## src/hw/snv_regs.vh

```
// Operation
// - save code 3c, restore code 60
// - autosave on 59, off 19
// - save always runs, dirty or not
// - special commands need write latch set
// - code follows chip select falling edge
// - latch clears at closing chip select rise
// - restore copies nonvolatile into sram
// - autosave enabled by default where supported
// - autosave setting volatile, kept by save
// - no-autosave variant: setting fixed, still busy
// - pause acts only while selected, mid-sequence
// - paused: input ignored, output released, frozen
// - deselect during pause, resume sequence later
// - latch clear: ignore, wait new frame
// - command 100 us, restore 200 us max
// - save 8 ms max; memory locked out
`ifndef SNV_REGS_VH
`define SNV_REGS_VH
// ==========================================
// command codes
`define SNV_CMD_SAVE 8'h3c
`define SNV_CMD_RESTORE 8'h60
`define SNV_CMD_AUTOSAVE_ON 8'h59
`define SNV_CMD_AUTOSAVE_OFF 8'h19
`define SNV_CMD_SET_LATCH 8'h06
`define SNV_CMD_CLR_LATCH 8'h04
// ==========================================
// timing, in microseconds, and clock rate
`define SNV_CLK_MHZ 20
`define SNV_CMD_PROC_US 100
`define SNV_RESTORE_US 200
`define SNV_SAVE_US 8000
// ==========================================
// reset values
`define SNV_AUTOSAVE_RST 1'b1
`define SNV_LATCH_RST 1'b0
`endif

```

## src/hw/snv_cmd.v

```verilog
`include "snv_regs.vh"
`timescale 1ns/1ps
`default_nettype none
// ==========================================
// special command decoder with pause support
module snv_cmd #(
	parameter [17:0] CMD_CYC = `SNV_CMD_PROC_US * `SNV_CLK_MHZ, // command processing cycles
	parameter [17:0] RESTORE_CYC = `SNV_RESTORE_US * `SNV_CLK_MHZ, // restore cycles
	parameter [17:0] SAVE_CYC = `SNV_SAVE_US * `SNV_CLK_MHZ, // save cycles
	parameter [0:0] AUTOSAVE_SUPPORTED = 1'b1 // 0 = variant with autosave fixed at its reset value (on)
) (
	input wire sys_clk, // 20 mhz block clock
	input wire arst_n, // async reset, active low
	input wire sck_pin, // serial clock from host
	input wire cs_n_pin, // chip select, active low
	input wire si_pin, // serial data in
	input wire pause_n_pin, // pause, active low
	output reg so_out, // serial output level
	output wire so_oe, // serial output enable
	output reg write_enable_latch, // write latch state
	output reg autosave_enabled, // autosave setting
	output wire ready, // high when idle, low while busy
	output reg save_pulse, // one cycle: start nonvolatile save
	output reg restore_pulse, // one cycle: start restore into sram
	output reg save_active, // save in progress
	output reg restore_active, // restore in progress
	output wire mem_access_ok // memory commands may proceed
);
	// ==========================================
	// synchronised pins
	wire sck_s, cs_n_s, si_s, pause_n_s;
	snv_sync #(.RST_VAL(1'b0)) u_sck (.sys_clk(sys_clk), .arst_n(arst_n), .d_in(sck_pin), .q_out(sck_s));
	snv_sync #(.RST_VAL(1'b1)) u_cs (.sys_clk(sys_clk), .arst_n(arst_n), .d_in(cs_n_pin), .q_out(cs_n_s));
	snv_sync #(.RST_VAL(1'b0)) u_si (.sys_clk(sys_clk), .arst_n(arst_n), .d_in(si_pin), .q_out(si_s));
	snv_sync #(.RST_VAL(1'b1)) u_ps (.sys_clk(sys_clk), .arst_n(arst_n), .d_in(pause_n_pin), .q_out(pause_n_s));

	// ==========================================
	// edge detection on synchronised levels
	reg sck_d; // previous serial clock
	reg cs_n_d; // previous chip select
	reg paused; // pause state, changes only with clock low
	reg [3:0] bit_cnt; // bits taken this frame
	reg [7:0] shreg; // code shift register
	reg [2:0] pend; // code awaiting chip select rise
	reg [17:0] busy_cnt; // busy interval countdown
	wire sck_rise = sck_s & ~sck_d;
	wire cs_rise = cs_n_s & ~cs_n_d;
	wire cs_fall = ~cs_n_s & cs_n_d;
	wire busy = (busy_cnt != 18'h0);

	localparam [2:0] P_NONE = 3'h0;
	localparam [2:0] P_SAVE = 3'h1;
	localparam [2:0] P_RESTORE = 3'h2;
	localparam [2:0] P_AS_ON = 3'h3;
	localparam [2:0] P_AS_OFF = 3'h4;
	localparam [2:0] P_SETL = 3'h5;
	localparam [2:0] P_CLRL = 3'h6;

	assign ready = ~busy;
	assign mem_access_ok = ~busy & ~save_active & ~restore_active;
	// released while paused or deselected
	assign so_oe = ~cs_n_s & ~paused;

	// decoded code from completed byte
	reg [2:0] dec;
	always @* begin
		case (shreg)
			`SNV_CMD_SAVE: dec = P_SAVE;
			`SNV_CMD_RESTORE: dec = P_RESTORE;
			`SNV_CMD_AUTOSAVE_ON: dec = P_AS_ON;
			`SNV_CMD_AUTOSAVE_OFF: dec = P_AS_OFF;
			`SNV_CMD_SET_LATCH: dec = P_SETL;
			`SNV_CMD_CLR_LATCH: dec = P_CLRL;
			default: dec = P_NONE;
		endcase
	end

	// ==========================================
	// serial front end: pause, shift, frame
	// pause state is sampled only while sck is low, so a glitch at high clock cannot enter it
	always @(posedge sys_clk or negedge arst_n) begin
		if (!arst_n) begin
			sck_d <= 1'b0;
			cs_n_d <= 1'b1;
			paused <= 1'b0;
			bit_cnt <= 4'h0;
			shreg <= 8'h00;
			pend <= P_NONE;
		end else begin
			sck_d <= sck_s;
			cs_n_d <= cs_n_s;
			if (!sck_s && (!cs_n_s || paused))
				paused <= ~pause_n_s;
			if (cs_fall && !paused) begin
				// new frame; a paused one resumes instead
				bit_cnt <= 4'h0;
				pend <= P_NONE;
			end else if (!cs_n_s && !paused && sck_rise && bit_cnt < 4'h8) begin
				// bits past the code do not shift, so the counter cannot wrap
				shreg <= {shreg[6:0], si_s};
				bit_cnt <= bit_cnt + 4'h1;
			end else if (bit_cnt == 4'h8 && pend == P_NONE && !cs_n_s) begin
				pend <= dec;
				bit_cnt <= 4'h9; // extra bits ignored
			end
			if (cs_rise && !paused) begin
				pend <= P_NONE;
				bit_cnt <= 4'h0;
			end
		end
	end

	// ==========================================
	// command execution at closing chip select rise
	always @(posedge sys_clk or negedge arst_n) begin
		if (!arst_n) begin
			write_enable_latch <= `SNV_LATCH_RST;
			autosave_enabled <= `SNV_AUTOSAVE_RST;
			busy_cnt <= 18'h0;
			save_pulse <= 1'b0;
			restore_pulse <= 1'b0;
			save_active <= 1'b0;
			restore_active <= 1'b0;
			so_out <= 1'b0;
		end else begin
			save_pulse <= 1'b0;
			restore_pulse <= 1'b0;
			so_out <= 1'b0;
			if (busy)
				busy_cnt <= busy_cnt - 18'h1;
			else begin
				save_active <= 1'b0;
				restore_active <= 1'b0;
			end
			if (cs_rise && !paused && !busy) begin
				case (pend)
					P_SETL: write_enable_latch <= 1'b1;
					P_CLRL: write_enable_latch <= 1'b0;
					P_SAVE: if (write_enable_latch) begin
						save_pulse <= 1'b1;
						save_active <= 1'b1;
						busy_cnt <= SAVE_CYC;
						write_enable_latch <= 1'b0;
					end
					P_RESTORE: if (write_enable_latch) begin
						restore_pulse <= 1'b1;
						restore_active <= 1'b1;
						busy_cnt <= RESTORE_CYC;
						write_enable_latch <= 1'b0;
					end
					P_AS_ON, P_AS_OFF: if (write_enable_latch) begin
						if (AUTOSAVE_SUPPORTED)
							autosave_enabled <= (pend == P_AS_ON);
						busy_cnt <= CMD_CYC;
						write_enable_latch <= 1'b0;
					end
					// unknown code or short frame: command dropped, wait for next frame
					default: ;
				endcase
			end
		end
	end
endmodule
`default_nettype wire

```

## src/hw/snv_sync.v

```verilog
`timescale 1ns/1ps
`default_nettype none
// ==========================================
// two flop synchroniser for pin inputs
module snv_sync #(
	parameter [0:0] RST_VAL = 1'b1 // idle level of the pin, held during reset
) (
	input wire sys_clk, // block clock
	input wire arst_n, // async reset, active low
	input wire d_in, // asynchronous pin
	output reg q_out // synchronised level
);
	reg meta; // first stage, read only by q_out

	// reset to the pin's idle level so no false edge follows reset
	always @(posedge sys_clk or negedge arst_n) begin
		if (!arst_n) begin
			meta <= RST_VAL;
			q_out <= RST_VAL;
		end else begin
			meta <= d_in;
			q_out <= meta;
		end
	end
endmodule
`default_nettype wire

```

## config.mk

```make
export PLATFORM = sky130hd
export DESIGN_NAME = snv_cmd
export DESIGN_NICKNAME = d
export VERILOG_FILES = /design/src/hw/snv_cmd.v /design/src/hw/snv_sync.v
export VERILOG_INCLUDE_DIRS = /design/src /design/src/hw
export SDC_FILE = /design/constraint.sdc
export NUM_CORES = 1
export LEC_CHECK = 0
export BUFFER_PORTS_ARGS = -buffer_cell sky130_fd_sc_hd__buf_2
export CORE_UTILIZATION = 45
export CTS_CLUSTER_SIZE = 40
export DETAILED_ROUTE_END_ITERATION = 10
export SLEW_MARGIN = 40
export SYNTH_ARGS = -nofsm -noshare
export SYNTH_HDL_FRONTEND = slang
export SYNTH_SLANG_ARGS = --single-unit
export TNS_END_PERCENT = 100
```

## constraint.sdc

```tcl
create_clock -name sys_clk -period 4.95 [get_ports sys_clk]
set_clock_uncertainty 0.2 [all_clocks]
set_input_delay 0.495 -clock sys_clk [delete_from_list [all_inputs] [get_ports sys_clk]]
set_output_delay 0.495 -clock sys_clk [all_outputs]
set_load 0.05 [all_outputs]
```

==> impl_metrics.tcl, run 1 <==
set metrics [dict create \
    max-vdd-ir-drop_v 0.000173 \
    holdBufCountCts 0 \
    clkTransAtPathRegs_ns 0.09 \
    dr_total_vias 1645 \
    netlist_instances 227 \
    drt_wl_total_um 4210 \
    post-route-worst-setup-slack_ns 2.15 \
    internal_power_w 0.000556 \
    p_switching_w 0.000175 \
    synth.distinct_cells 52 \
    post_route_cells_drive_above_1_share 0.200 \
    async_flop_share 1.00 \
    final_antenna_net_count 0 \
    placement.setup.worst_slack_ns 2.48 \
    timing.hold.worst.class "input port to async pin" \
    power.share.clock 0.332 \
    root_buffer "clkbuf_8" \
    grt_pass1_vias 1570 \
    routed_wire_length_per_instance_um 13.6 \
    startpoint_type "flop" \
    setup-violations-final 0 \
    yosys_most_used_dff "dfrtp_1" \
    io_pins 16 \
    tritoncts "built" \
    unrepaired_setup_endpoints_after_global_routing "no" \
    number_of_diodes 0 \
    timing.final.crit_share 0.566 \
    die-height_um 75.5 \
    route.detailed.drc 0 \
    ys_top_cells_by_area "dfrtp_1 45%, dfstp_2 6.5%, xnor2_1 3.6%, mux2_2 3.2%, nand2_1 3.1%" \
    rows 26 \
    synth_edf_count 0 \
    largest_net_degree_at_the_start_of_global_routing 51 \
    finalHoldViolations 0 \
    clock_tree.buffer_depth 2 \
    layout-area-overhead-vs-synth_pct 7.97 \
    post-synth-top-count-cell "dfrtp_1" \
    clkLatencyLatePin_ns 0.30 \
    totalPowerFinal_w 0.000730 \
    max-cap-violations 0 \
    yosysSeqAreaShare 0.517 \
    drt_iter0_markers 88 \
    cts-htree-levels 2 \
    cts_num_sinks 50 \
    result_of_the_run "complete, no violations" \
    seqCellArea_mm2 0.00126 \
    synth.cell_area_mm2 0.00243 \
    core_mm2 0.00517 \
    finalCoreUtilization 0.508 \
    power_per_cell_area_mw_per_mm2 278 \
    route.detailed.vias_per_inst 5.31 \
    type_of_the_worst_setup_path "flop to output port" \
    timing.setup.tns_ns 0 \
    dp.cells 302 \
    cp.required_ns 4.26 \
    drv_slew 0 \
    synth_top_area_share 0.453 \
    grtUsageTotal 0.169 \
    global_route.overflow_total 0 \
    antenna_violations_before_repair 0 \
    fillCellCount 467 \
    nets_finish 248 \
    cts-buffers-inserted 5 \
    max_slew.worst_pin.slew_ns 0.732 \
    fin_cells 310 \
    worst-path-max-fanout 11 \
    die_width_um 75.5 \
    post_synth_most_frequent_cells "44 x dfrtp_1, 20 x nand2_1, 16 x nor2_1" \
    firstDrtPassIters 4 \
    end_kind "output port" \
    sequentialPowerShare 0.605 \
    synth.avg_cell_area_um2 10.7 \
    numPortBuffers 14 \
    timing.critical_path.arrival_ns 2.11 \
    comb_power_share 0.063 \
    floorplan.initialDensity 0.470 \
    grt_pass1_wl_um 7110 \
    dpl.hpwl_um 2990 \
    die-area_mm2 0.00570 \
    period_minus_slack_ns 2.80 \
    yosysTopAreaCell "dfrtp_1" \
    flops_latches_synth 50 \
    multiInputGateArea_mm2 0.00107 \
    cts_resized 0 \
    sw_frac_of_total 0.239 \
    synthesis.nets 236 \
    gpl.final_weighted_congestion 0.811 \
    static-leakage-power_nw 1.23 \
    headroom_to_the_max_slew_limit 0.511 \
    cts.repair_timing.setup_buffer_count 0 \
    maxClockFrequency_ghz 0.357 \
    yosysWarningCount 0 \
]
## through the flow
step | cell area [um2] | hold WS [ns]
final | 2630 | 0.0774
after global routing | 2630 | 0.0690
after floorplan | 2430 | -0.000591
after CTS | 2630 | 0.0715
after global placement | 2530 | 0.133
after detailed placement | 2530 | 0.137
## flip-flops by register name (all words and copies together) (netlist names), 3 cells and up
register and cells:
bit_cnt 4, busy_cnt 18, pend 3, shreg 8
## power by group through the flow
stage | combinational, W | clock [W] | sequential, W
floorplan | 0.0000321 | 0 | 0.000444
global placement | 0.0000461 | 0 | 0.000449
detailed placement | 0.0000467 | 0 | 0.000449
CTS | 0.0000467 | 0.000252 | 0.000442
global route | 0.0000515 | 0.000264 | 0.000444
finish | 0.0000458 | 0.000243 | 0.000442
## cells in the final DEF (no fill, tap or decap), types with 7 or more instances in the layout
cell and instances:
dfrtp_1 44, nand2_1 20, nor2_1 16, buf_2 14, nand3_1 12, a21oi_1 12
nor3_1 11, xnor2_1 10, inv_1 8, mux2_2 7
## path summary, 6_finish.rpt
kind                              start             to  slack (ns)  cells after the start
setup / recovery           busy_cnt[12]  mem_access_ok        2.15                      5
hold / removal                   arst_n    save_active        0.08                      2
setup reg to reg                 paused       shreg[3]        2.64                      4
hold reg to reg               u_si.meta     u_si.q_out        0.15                      0
max in group asynchronous        arst_n    busy_cnt[7]        4.05                      2
min in group sys_clk           cs_n_pin      u_cs.meta        0.08                      1
## metal layers
metal | vias to the layer above | part of all wire | track usage
met4 | 0 | 0.021 | 0.0761
met3 | 8 | 0.028 | 0.0357
met2 | 22 | 0.49 | 0.282
met5 | - | 0 | 0
li1 | 826 | - | -
met1 | 789 | 0.46 | 0.212
## worst max-delay path: stages (launching register included)
cell	delay, ns
dfrtp_1	0.41
nor3_1	0.37
and3_2	0.47
nand2_8	0.12
nor3_1	0.15
buf_2	0.29
## final cells by class
type                            instances  share of cell area
Clock inverter                          2             0.00476
Sequential cell                        50               0.479
Inverter                                9              0.0138
Tap cell                               70              0.0333
Multi-Input combinational cell        158               0.408
Timing Repair Buffer                   15              0.0295
Clock buffer                            6              0.0314
## cells by family (layout without fill, tap and decap cells)
group | after synthesis | count (layout) | synth area share
adders and majority gates | 3 | 3 | 0.0154
other | 1 | 1 | 0.00154
DFF | 50 | 50 | 0.517
xor gates and xnor gates | 14 | 14 | 0.0504
buffers and inverters | 19 | 32 | 0.0422
AOI/OAI and AO/OA | 41 | 41 | 0.113
muxes | 8 | 8 | 0.0365
and+or+nand+nor | 91 | 91 | 0.223
Power figures use the tool's default switching activity.
==> run 2: changes to the inputs <==
Settings changed: ABC_AREA from default to 1.
Clock period 4.95 ns to 2.8 ns, I/O delays scaled along.
==> run 2 against run 1 <==
Register-to-register slack got worse by 1.9 ns; via count increased by 27%; die area rose by 8.2%; core utilization increased by 2.0 points; wire length grew 24%; sequential power rose by 86%; combinational power grew to 11 times the previous value; first-iteration DRC count is 30% lower; largest cell class unchanged; largest power group unchanged.
==> impl_metrics.tcl, run 2 <==
set metrics [dict create \
    result_of_the_run "complete, no violations" \
    synth.distinct_cells 37 \
    type_of_the_worst_setup_path "flop to output port" \
    die-height_um 78.6 \
    placement.setup.worst_slack_ns 0.665 \
    register_bank_with_the_most_flops "busy_cnt" \
    dpl.hpwl_um 3990 \
    static-leakage-power_nw 1.55 \
    tritoncts "built" \
    startpoint_of_the_lowest_slack_register_to_register_path "busy_cnt[0]" \
    end_kind "output port" \
    startpoint_of_the_worst_setup_timing_path "busy_cnt[0]" \
    biggestRegsByFlops "busy_cnt (18), shreg (8), bit_cnt (4)" \
    synth.avg_cell_area_um2 8.22 \
    timing.setup.tns_ns 0 \
    antenna_violations_before_repair 0 \
    timing.critical_path.max_delay_family "simple AND/OR/NAND/NOR gates" \
    global_route.overflow_total 0 \
    maxClockFrequency_ghz 0.405 \
    post_route_cells_drive_above_1_share 0.167 \
    critical_path.endpoint "ready" \
    floorplan.initialDensity 0.473 \
    drt_wl_total_um 5220 \
    routed_wire_length_per_instance_um 12.5 \
    max-cap-violations 0 \
    startpoint_type "flop" \
    timing.hold.worst.class "flop to flop" \
    numPortBuffers 14 \
    synth_top_area_share 0.417 \
    unrepaired_setup_endpoints_after_global_routing "no" \
    fillCellCount 549 \
    finalHoldViolations 0 \
    number_of_diodes 0 \
    largest_register_ff_count 18 \
    multiInputGateArea_mm2 0.00118 \
    drv_slew 0 \
    cts_resized 0 \
    dp.cells 406 \
    period_minus_slack_ns 2.47 \
    rows 27 \
    max-vdd-ir-drop_v 0.000307 \
    rrSetupSlack_ns 0.71 \
    drt_iter0_markers 62 \
    dr_total_vias 2089 \
    netlist_instances 321 \
    cts.repair_timing.setup_buffer_count 0 \
    die-area_mm2 0.00617 \
    critPathSlowestCell "dfrtp_1" \
    worst_path_largest_cell_delay_ns 0.43 \
    yosys_most_used_dff "dfrtp_1" \
    fin_cells 419 \
    clock_tree.buffer_depth 2 \
    post_synth_most_frequent_cells "74 x nand2_1, 44 x dfrtp_1, 41 x inv_1" \
    async_flop_share 1.00 \
    final_common_cell "nand2_1" \
    final_antenna_net_count 0 \
    die_width_um 78.6 \
    post-route-worst-setup-slack_ns 0.333 \
    max_slew.worst_pin.slew_ns 0.620 \
    worst-path-max-fanout 8 \
    yosysTopAreaCell "dfrtp_1" \
    seqCellArea_mm2 0.00126 \
    cts-buffers-inserted 5 \
    setup-violations-final 0 \
    synth.cell_area_mm2 0.00264 \
    nets_finish 355 \
    layout-area-overhead-vs-synth_pct 11.4 \
    timing.final.crit_share 0.881 \
    clkTransAtPathRegs_ns 0.09 \
    min_delay_path_depth 0 \
    io_pins 16 \
    core_mm2 0.00557 \
    root_buffer "clkbuf_8" \
    timing.critical_path.cells "inv_1, ha_1, nand2_2, nor2_4, nand2_4, nor2_8, buf_2" \
    yosysWarningCount 0 \
    post-synth-top-count-cell "nand2_1" \
    worst-path-buf-inv 2 \
    power_per_cell_area_mw_per_mm2 594 \
    clkLatencyLatePin_ns 0.30 \
    commonest_non_fill_non_tap_cells_in_the_layout "74 x nand2_1, 44 x dfrtp_1, 41 x inv_1, 37 x nor2_1, 26 x nand3_1" \
    totalPowerFinal_w 0.00175 \
    gpl.final_weighted_congestion 0.817 \
    synthesis.nets 330 \
    firstDrtPassIters 5 \
    largest_net_degree_at_the_start_of_global_routing 27 \
    route.detailed.drc 0 \
    yosysSeqAreaShare 0.477 \
    crit_cells 7 \
    ys_top_cells_by_area "dfrtp_1 42%, nand2_1 11%, dfstp_2 6.0%, inv_1 5.8%, nor2_1 5.3%" \
    reg2regPathDepth 9 \
    worst_r2r_endpoint "busy_cnt[7]" \
    timing.critical_path.arrival_ns 1.99 \
    grt_pass1_vias 1993 \
    grt_pass1_wl_um 9180 \
    headroom_to_the_max_slew_limit 0.586 \
    finalCoreUtilization 0.527 \
    synth_edf_count 0 \
    cts-htree-levels 2 \
    cts_num_sinks 50 \
    cp.required_ns 2.32 \
    route.detailed.vias_per_inst 4.99 \
    flops_latches_synth 50 \
    grtUsageTotal 0.193 \
]
run 2: cell count changes in the layout (fill, tap and decap cells not counted), sizes merged, moves of 7 or more:
cell / change
nand3: +19
inv: +38
o21ai: +7
nor2: +32
mux2: -7
xnor2: -9
nand2: +55
run 2: worst min-delay path by stage:
stage | start | end | slack (ns)
floorplan | arst_n | bit_cnt[0] | -0.22
global placement | arst_n | busy_cnt[0] | -0.02
detailed placement | arst_n | busy_cnt[0] | -0.02
CTS | u_ps.meta | u_ps.q_out | 0.16
global route | u_cs.meta | u_cs.q_out | 0.17
finish | u_sck.meta | u_sck.q_out | 0.16
run 2: per-layer routing:
metal / share of wire / global-route usage / vias up
met4: 0.015 / 0.0667 / 0
met1: 0.47 / 0.240 / 990
met5: 0 / 0 / -
met2: 0.50 / 0.336 / 23
met3: 0.021 / 0.0360 / 8
li1: - / - / 1068
run 2: logic make-up (layout without fill, tap and decap cells):
| logic type | count (synthesis) | after routing | share of synthesized area |
|---|---|---|---|
| AO/OA/AOI/OAI | 29 | 29 | 0.0588 |
| adder cells (fa/ha/maj) | 3 | 3 | 0.0142 |
| AND/OR/NAND/NOR | 178 | 178 | 0.341 |
| buffers and inverters | 51 | 77 | 0.0773 |
| XOR/XNOR | 8 | 8 | 0.0266 |
| flip-flops | 50 | 50 | 0.477 |
| other | 1 | 1 | 0.00142 |
| multiplexers | 1 | 1 | 0.00380 |
run 2: area by class of cell:
cell class / instances / share of cell area
well taps: 72 / 0.0307
clock inverters: 1 / 0.00170
clock buffers: 7 / 0.0294
repair buffers: 22 / 0.0485
flip-flops and latches: 50 / 0.428
inverters: 47 / 0.0600
multi-input cells: 220 / 0.401
run 2: repair_timing:
item                                    4_1_cts  5_1_grt
endpoints found under the setup margin        0        0
hold buffers                                  5        0
hold endpoints to repair                     28        0
run 2: worst reg2reg max path, delay by kind of cell, from the launching register on:
kind	cells	cell delay [ns]
DFF	1	0.43
and+or+nand+nor	5	0.67
AOI/OAI and AO/OA	1	0.09
buffers and inverters	2	0.40
adders and majority gates	1	0.24
run 2: where the power goes:
group	internal [W]	leakage (nW)	switching [W]	total, W
Sequential	0.000782	0.659	0.0000386	0.000821
Clock	0.000200	0.0482	0.000231	0.000430
Combinational	0.000163	0.839	0.000332	0.000495
Total	0.00114	1.55	0.000601	0.00175
run 2: through the flow:
stage / hold slack (ns) / cell area [um2]
6_report: 0.158 / 2940
5_1_grt: 0.165 / 2940
4_1_cts: 0.160 / 2940
3_5_place_dp: -0.0163 / 2800
3_3_place_gp: -0.0198 / 2800
2_1_floorplan: -0.216 / 2640
==> run 3: changes to the inputs <==
Settings changed: CTS_BUF_LIST from default to sky130_fd_sc_hd__clkbuf_4 sky130_fd_sc_hd__clkbuf_8.
==> run 3 against run 2 <==
Die area did not move; final cell count unchanged; global-route usage increased by 0.10 points; wire length grew 0.15%; non-clock buffer count did not move; sequential share of layout area fell by 0.055 points; largest power group unchanged; highest routed layer unchanged.
==> impl_metrics.tcl, run 3 (same netlist as run 2, synthesis figures left out) <==
set metrics [dict create \
    result_of_the_run "complete, no violations" \
    cts-buffers-inserted 5 \
    route.detailed.vias_per_inst 5.00 \
    global_route.overflow_total 0 \
    worst-path-max-fanout 8 \
    timing.hold.worst.class "flop to flop" \
    max-vdd-ir-drop_v 0.000313 \
    headroom_to_the_max_slew_limit 0.586 \
    max-cap-violations 0 \
    final_common_cell "nand2_1" \
    layout-area-overhead-vs-synth_pct 11.6 \
    end_kind "output port" \
    dpl.hpwl_um 3990 \
    cts_resized 0 \
    fillCellCount 549 \
    power.share.clock 0.250 \
    timing.final.crit_share 0.881 \
    final.hold.worst_slack_ns 0.158 \
    nets_finish 355 \
    cts-htree-levels 2 \
    biggestRegsByFlops "busy_cnt (18), shreg (8), bit_cnt (4)" \
    design_area_final_mm2 0.00294 \
    comb_power_share 0.282 \
    post-route-worst-setup-slack_ns 0.334 \
    clkLatencyLatePin_ns 0.30 \
    startpoint_type "flop" \
    maxClockFrequency_ghz 0.406 \
    p_switching_w 0.000600 \
    clkTransAtPathRegs_ns 0.08 \
    die-height_um 78.6 \
    gpl.final_weighted_congestion 0.817 \
    dr_total_vias 2093 \
    timing.setup.tns_ns 0 \
    drt_iter0_markers 70 \
    rows 27 \
    sw_frac_of_total 0.342 \
    firstDrtPassIters 4 \
    grt_pass1_vias 1986 \
    critPathSlowestCell "dfrtp_1" \
    holdBufCountCts 5 \
    largest_net_degree_at_the_start_of_global_routing 27 \
    drt_wl_total_um 5230 \
    tritoncts "built" \
    min_delay_path_depth 0 \
    largest_register_ff_count 18 \
    cp.required_ns 2.32 \
    period_minus_slack_ns 2.47 \
    numPortBuffers 14 \
    timing.critical_path.cells "inv_1, ha_1, nand2_2, nor2_4, nand2_4, nor2_8, buf_2" \
    die-area_mm2 0.00617 \
    final_antenna_net_count 0 \
    cts.repair_timing.setup_buffer_count 0 \
    commonest_non_fill_non_tap_cells_in_the_layout "74 x nand2_1, 44 x dfrtp_1, 41 x inv_1, 37 x nor2_1, 26 x nand3_1" \
    root_buffer "clkbuf_8" \
    static-leakage-power_nw 1.55 \
    cts_num_sinks 50 \
    setup-violations-final 0 \
    drv_slew 0 \
    post_route_cells_drive_above_1_share 0.170 \
    grt_pass1_wl_um 9230 \
    route.detailed.drc 0 \
    internal_power_w 0.00115 \
    floorplan.initialDensity 0.473 \
    die_width_um 78.6 \
    core_mm2 0.00557 \
    number_of_diodes 0 \
    register_bank_with_the_most_flops "busy_cnt" \
    placedInstanceArea_mm2 0.00280 \
    routed_wire_length_per_instance_um 12.5 \
    reg2regPathDepth 10 \
    timing.critical_path.arrival_ns 1.99 \
    io_pins 16 \
    clock_tree.buffer_depth 2 \
    worst_path_largest_cell_delay_ns 0.43 \
    type_of_the_worst_setup_path "flop to output port" \
    finalHoldViolations 0 \
    antenna_violations_before_repair 0 \
    unrepaired_setup_endpoints_after_global_routing "no" \
    power_per_cell_area_mw_per_mm2 596 \
    max_slew.worst_pin.slew_ns 0.620 \
    placement.setup.worst_slack_ns 0.665 \
    sequentialPowerShare 0.468 \
    grtUsageTotal 0.194 \
]
## run 3: cell types whose count changed in the layout (fill, tap and decap cells not counted)
cell and change:
clkbuf_1 -1, clkbuf_4 +1
## run 3: layer usage
layer / global-route usage / wire length [um]
met1: 0.240 / 2390
met4: 0.0667 / 76
met2: 0.339 / 2620
met5: 0 / 0
met3: 0.0360 / 137
## run 3: worst paths after layout
check / startpoint / to / slack (ns)
worst max register to register: busy_cnt[0] / busy_cnt[6] / 0.71
min in group asynchronous: arst_n / busy_cnt[16] / 0.18
max in group asynchronous: arst_n / cs_n_d / 1.54
worst min register to register: u_sck.meta / u_sck.q_out / 0.16
worst max-delay path: busy_cnt[0] / ready / 0.33
worst min-delay path: u_sck.meta / u_sck.q_out / 0.16
## run 3: metrics by stage
| stage | total power, W | utilization | std cells |
|---|---|---|---|
| after detailed placement | 0.00133 | 0.502 | 406 |
| after CTS | 0.00178 | 0.528 | 419 |
| after floorplan | 0.00123 | - | 321 |
| after global placement | 0.00132 | 0.502 | 406 |
| final | 0.00175 | 0.528 | 419 |
| after global routing | 0.00187 | 0.528 | 419 |
## run 3: critical path, delay by kind of cell (launching register included)
| family | cells | cell delay [ns] |
|---|---|---|
| AND/OR/NAND/NOR | 4 | 0.55 |
| buffers and inverters | 2 | 0.47 |
| flip-flops | 1 | 0.43 |
| adder cells (fa/ha/maj) | 1 | 0.24 |
## run 3: cell type report
class / instances / area, um2 / area share
sequential: 50 / 1260 / 0.428
tap: 72 / 90.1 / 0.0306
clock buffer: 7 / 90.1 / 0.0306
inverter: 47 / 176 / 0.0599
clock inverter: 1 / 5.00 / 0.00170
timing repair buffer: 22 / 143 / 0.0485
multi-input combinational: 220 / 1180 / 0.401
## run 3: power by group through the flow
stage / clock [W] / combinational [W] / sequential [W]
3_3_place_gp: 0 / 0.000490 / 0.000833
4_1_cts: 0.000458 / 0.000505 / 0.000820
3_5_place_dp: 0 / 0.000498 / 0.000835
5_1_grt: 0.000484 / 0.000560 / 0.000828
6_report: 0.000438 / 0.000496 / 0.000821
2_1_floorplan: 0 / 0.000401 / 0.000826
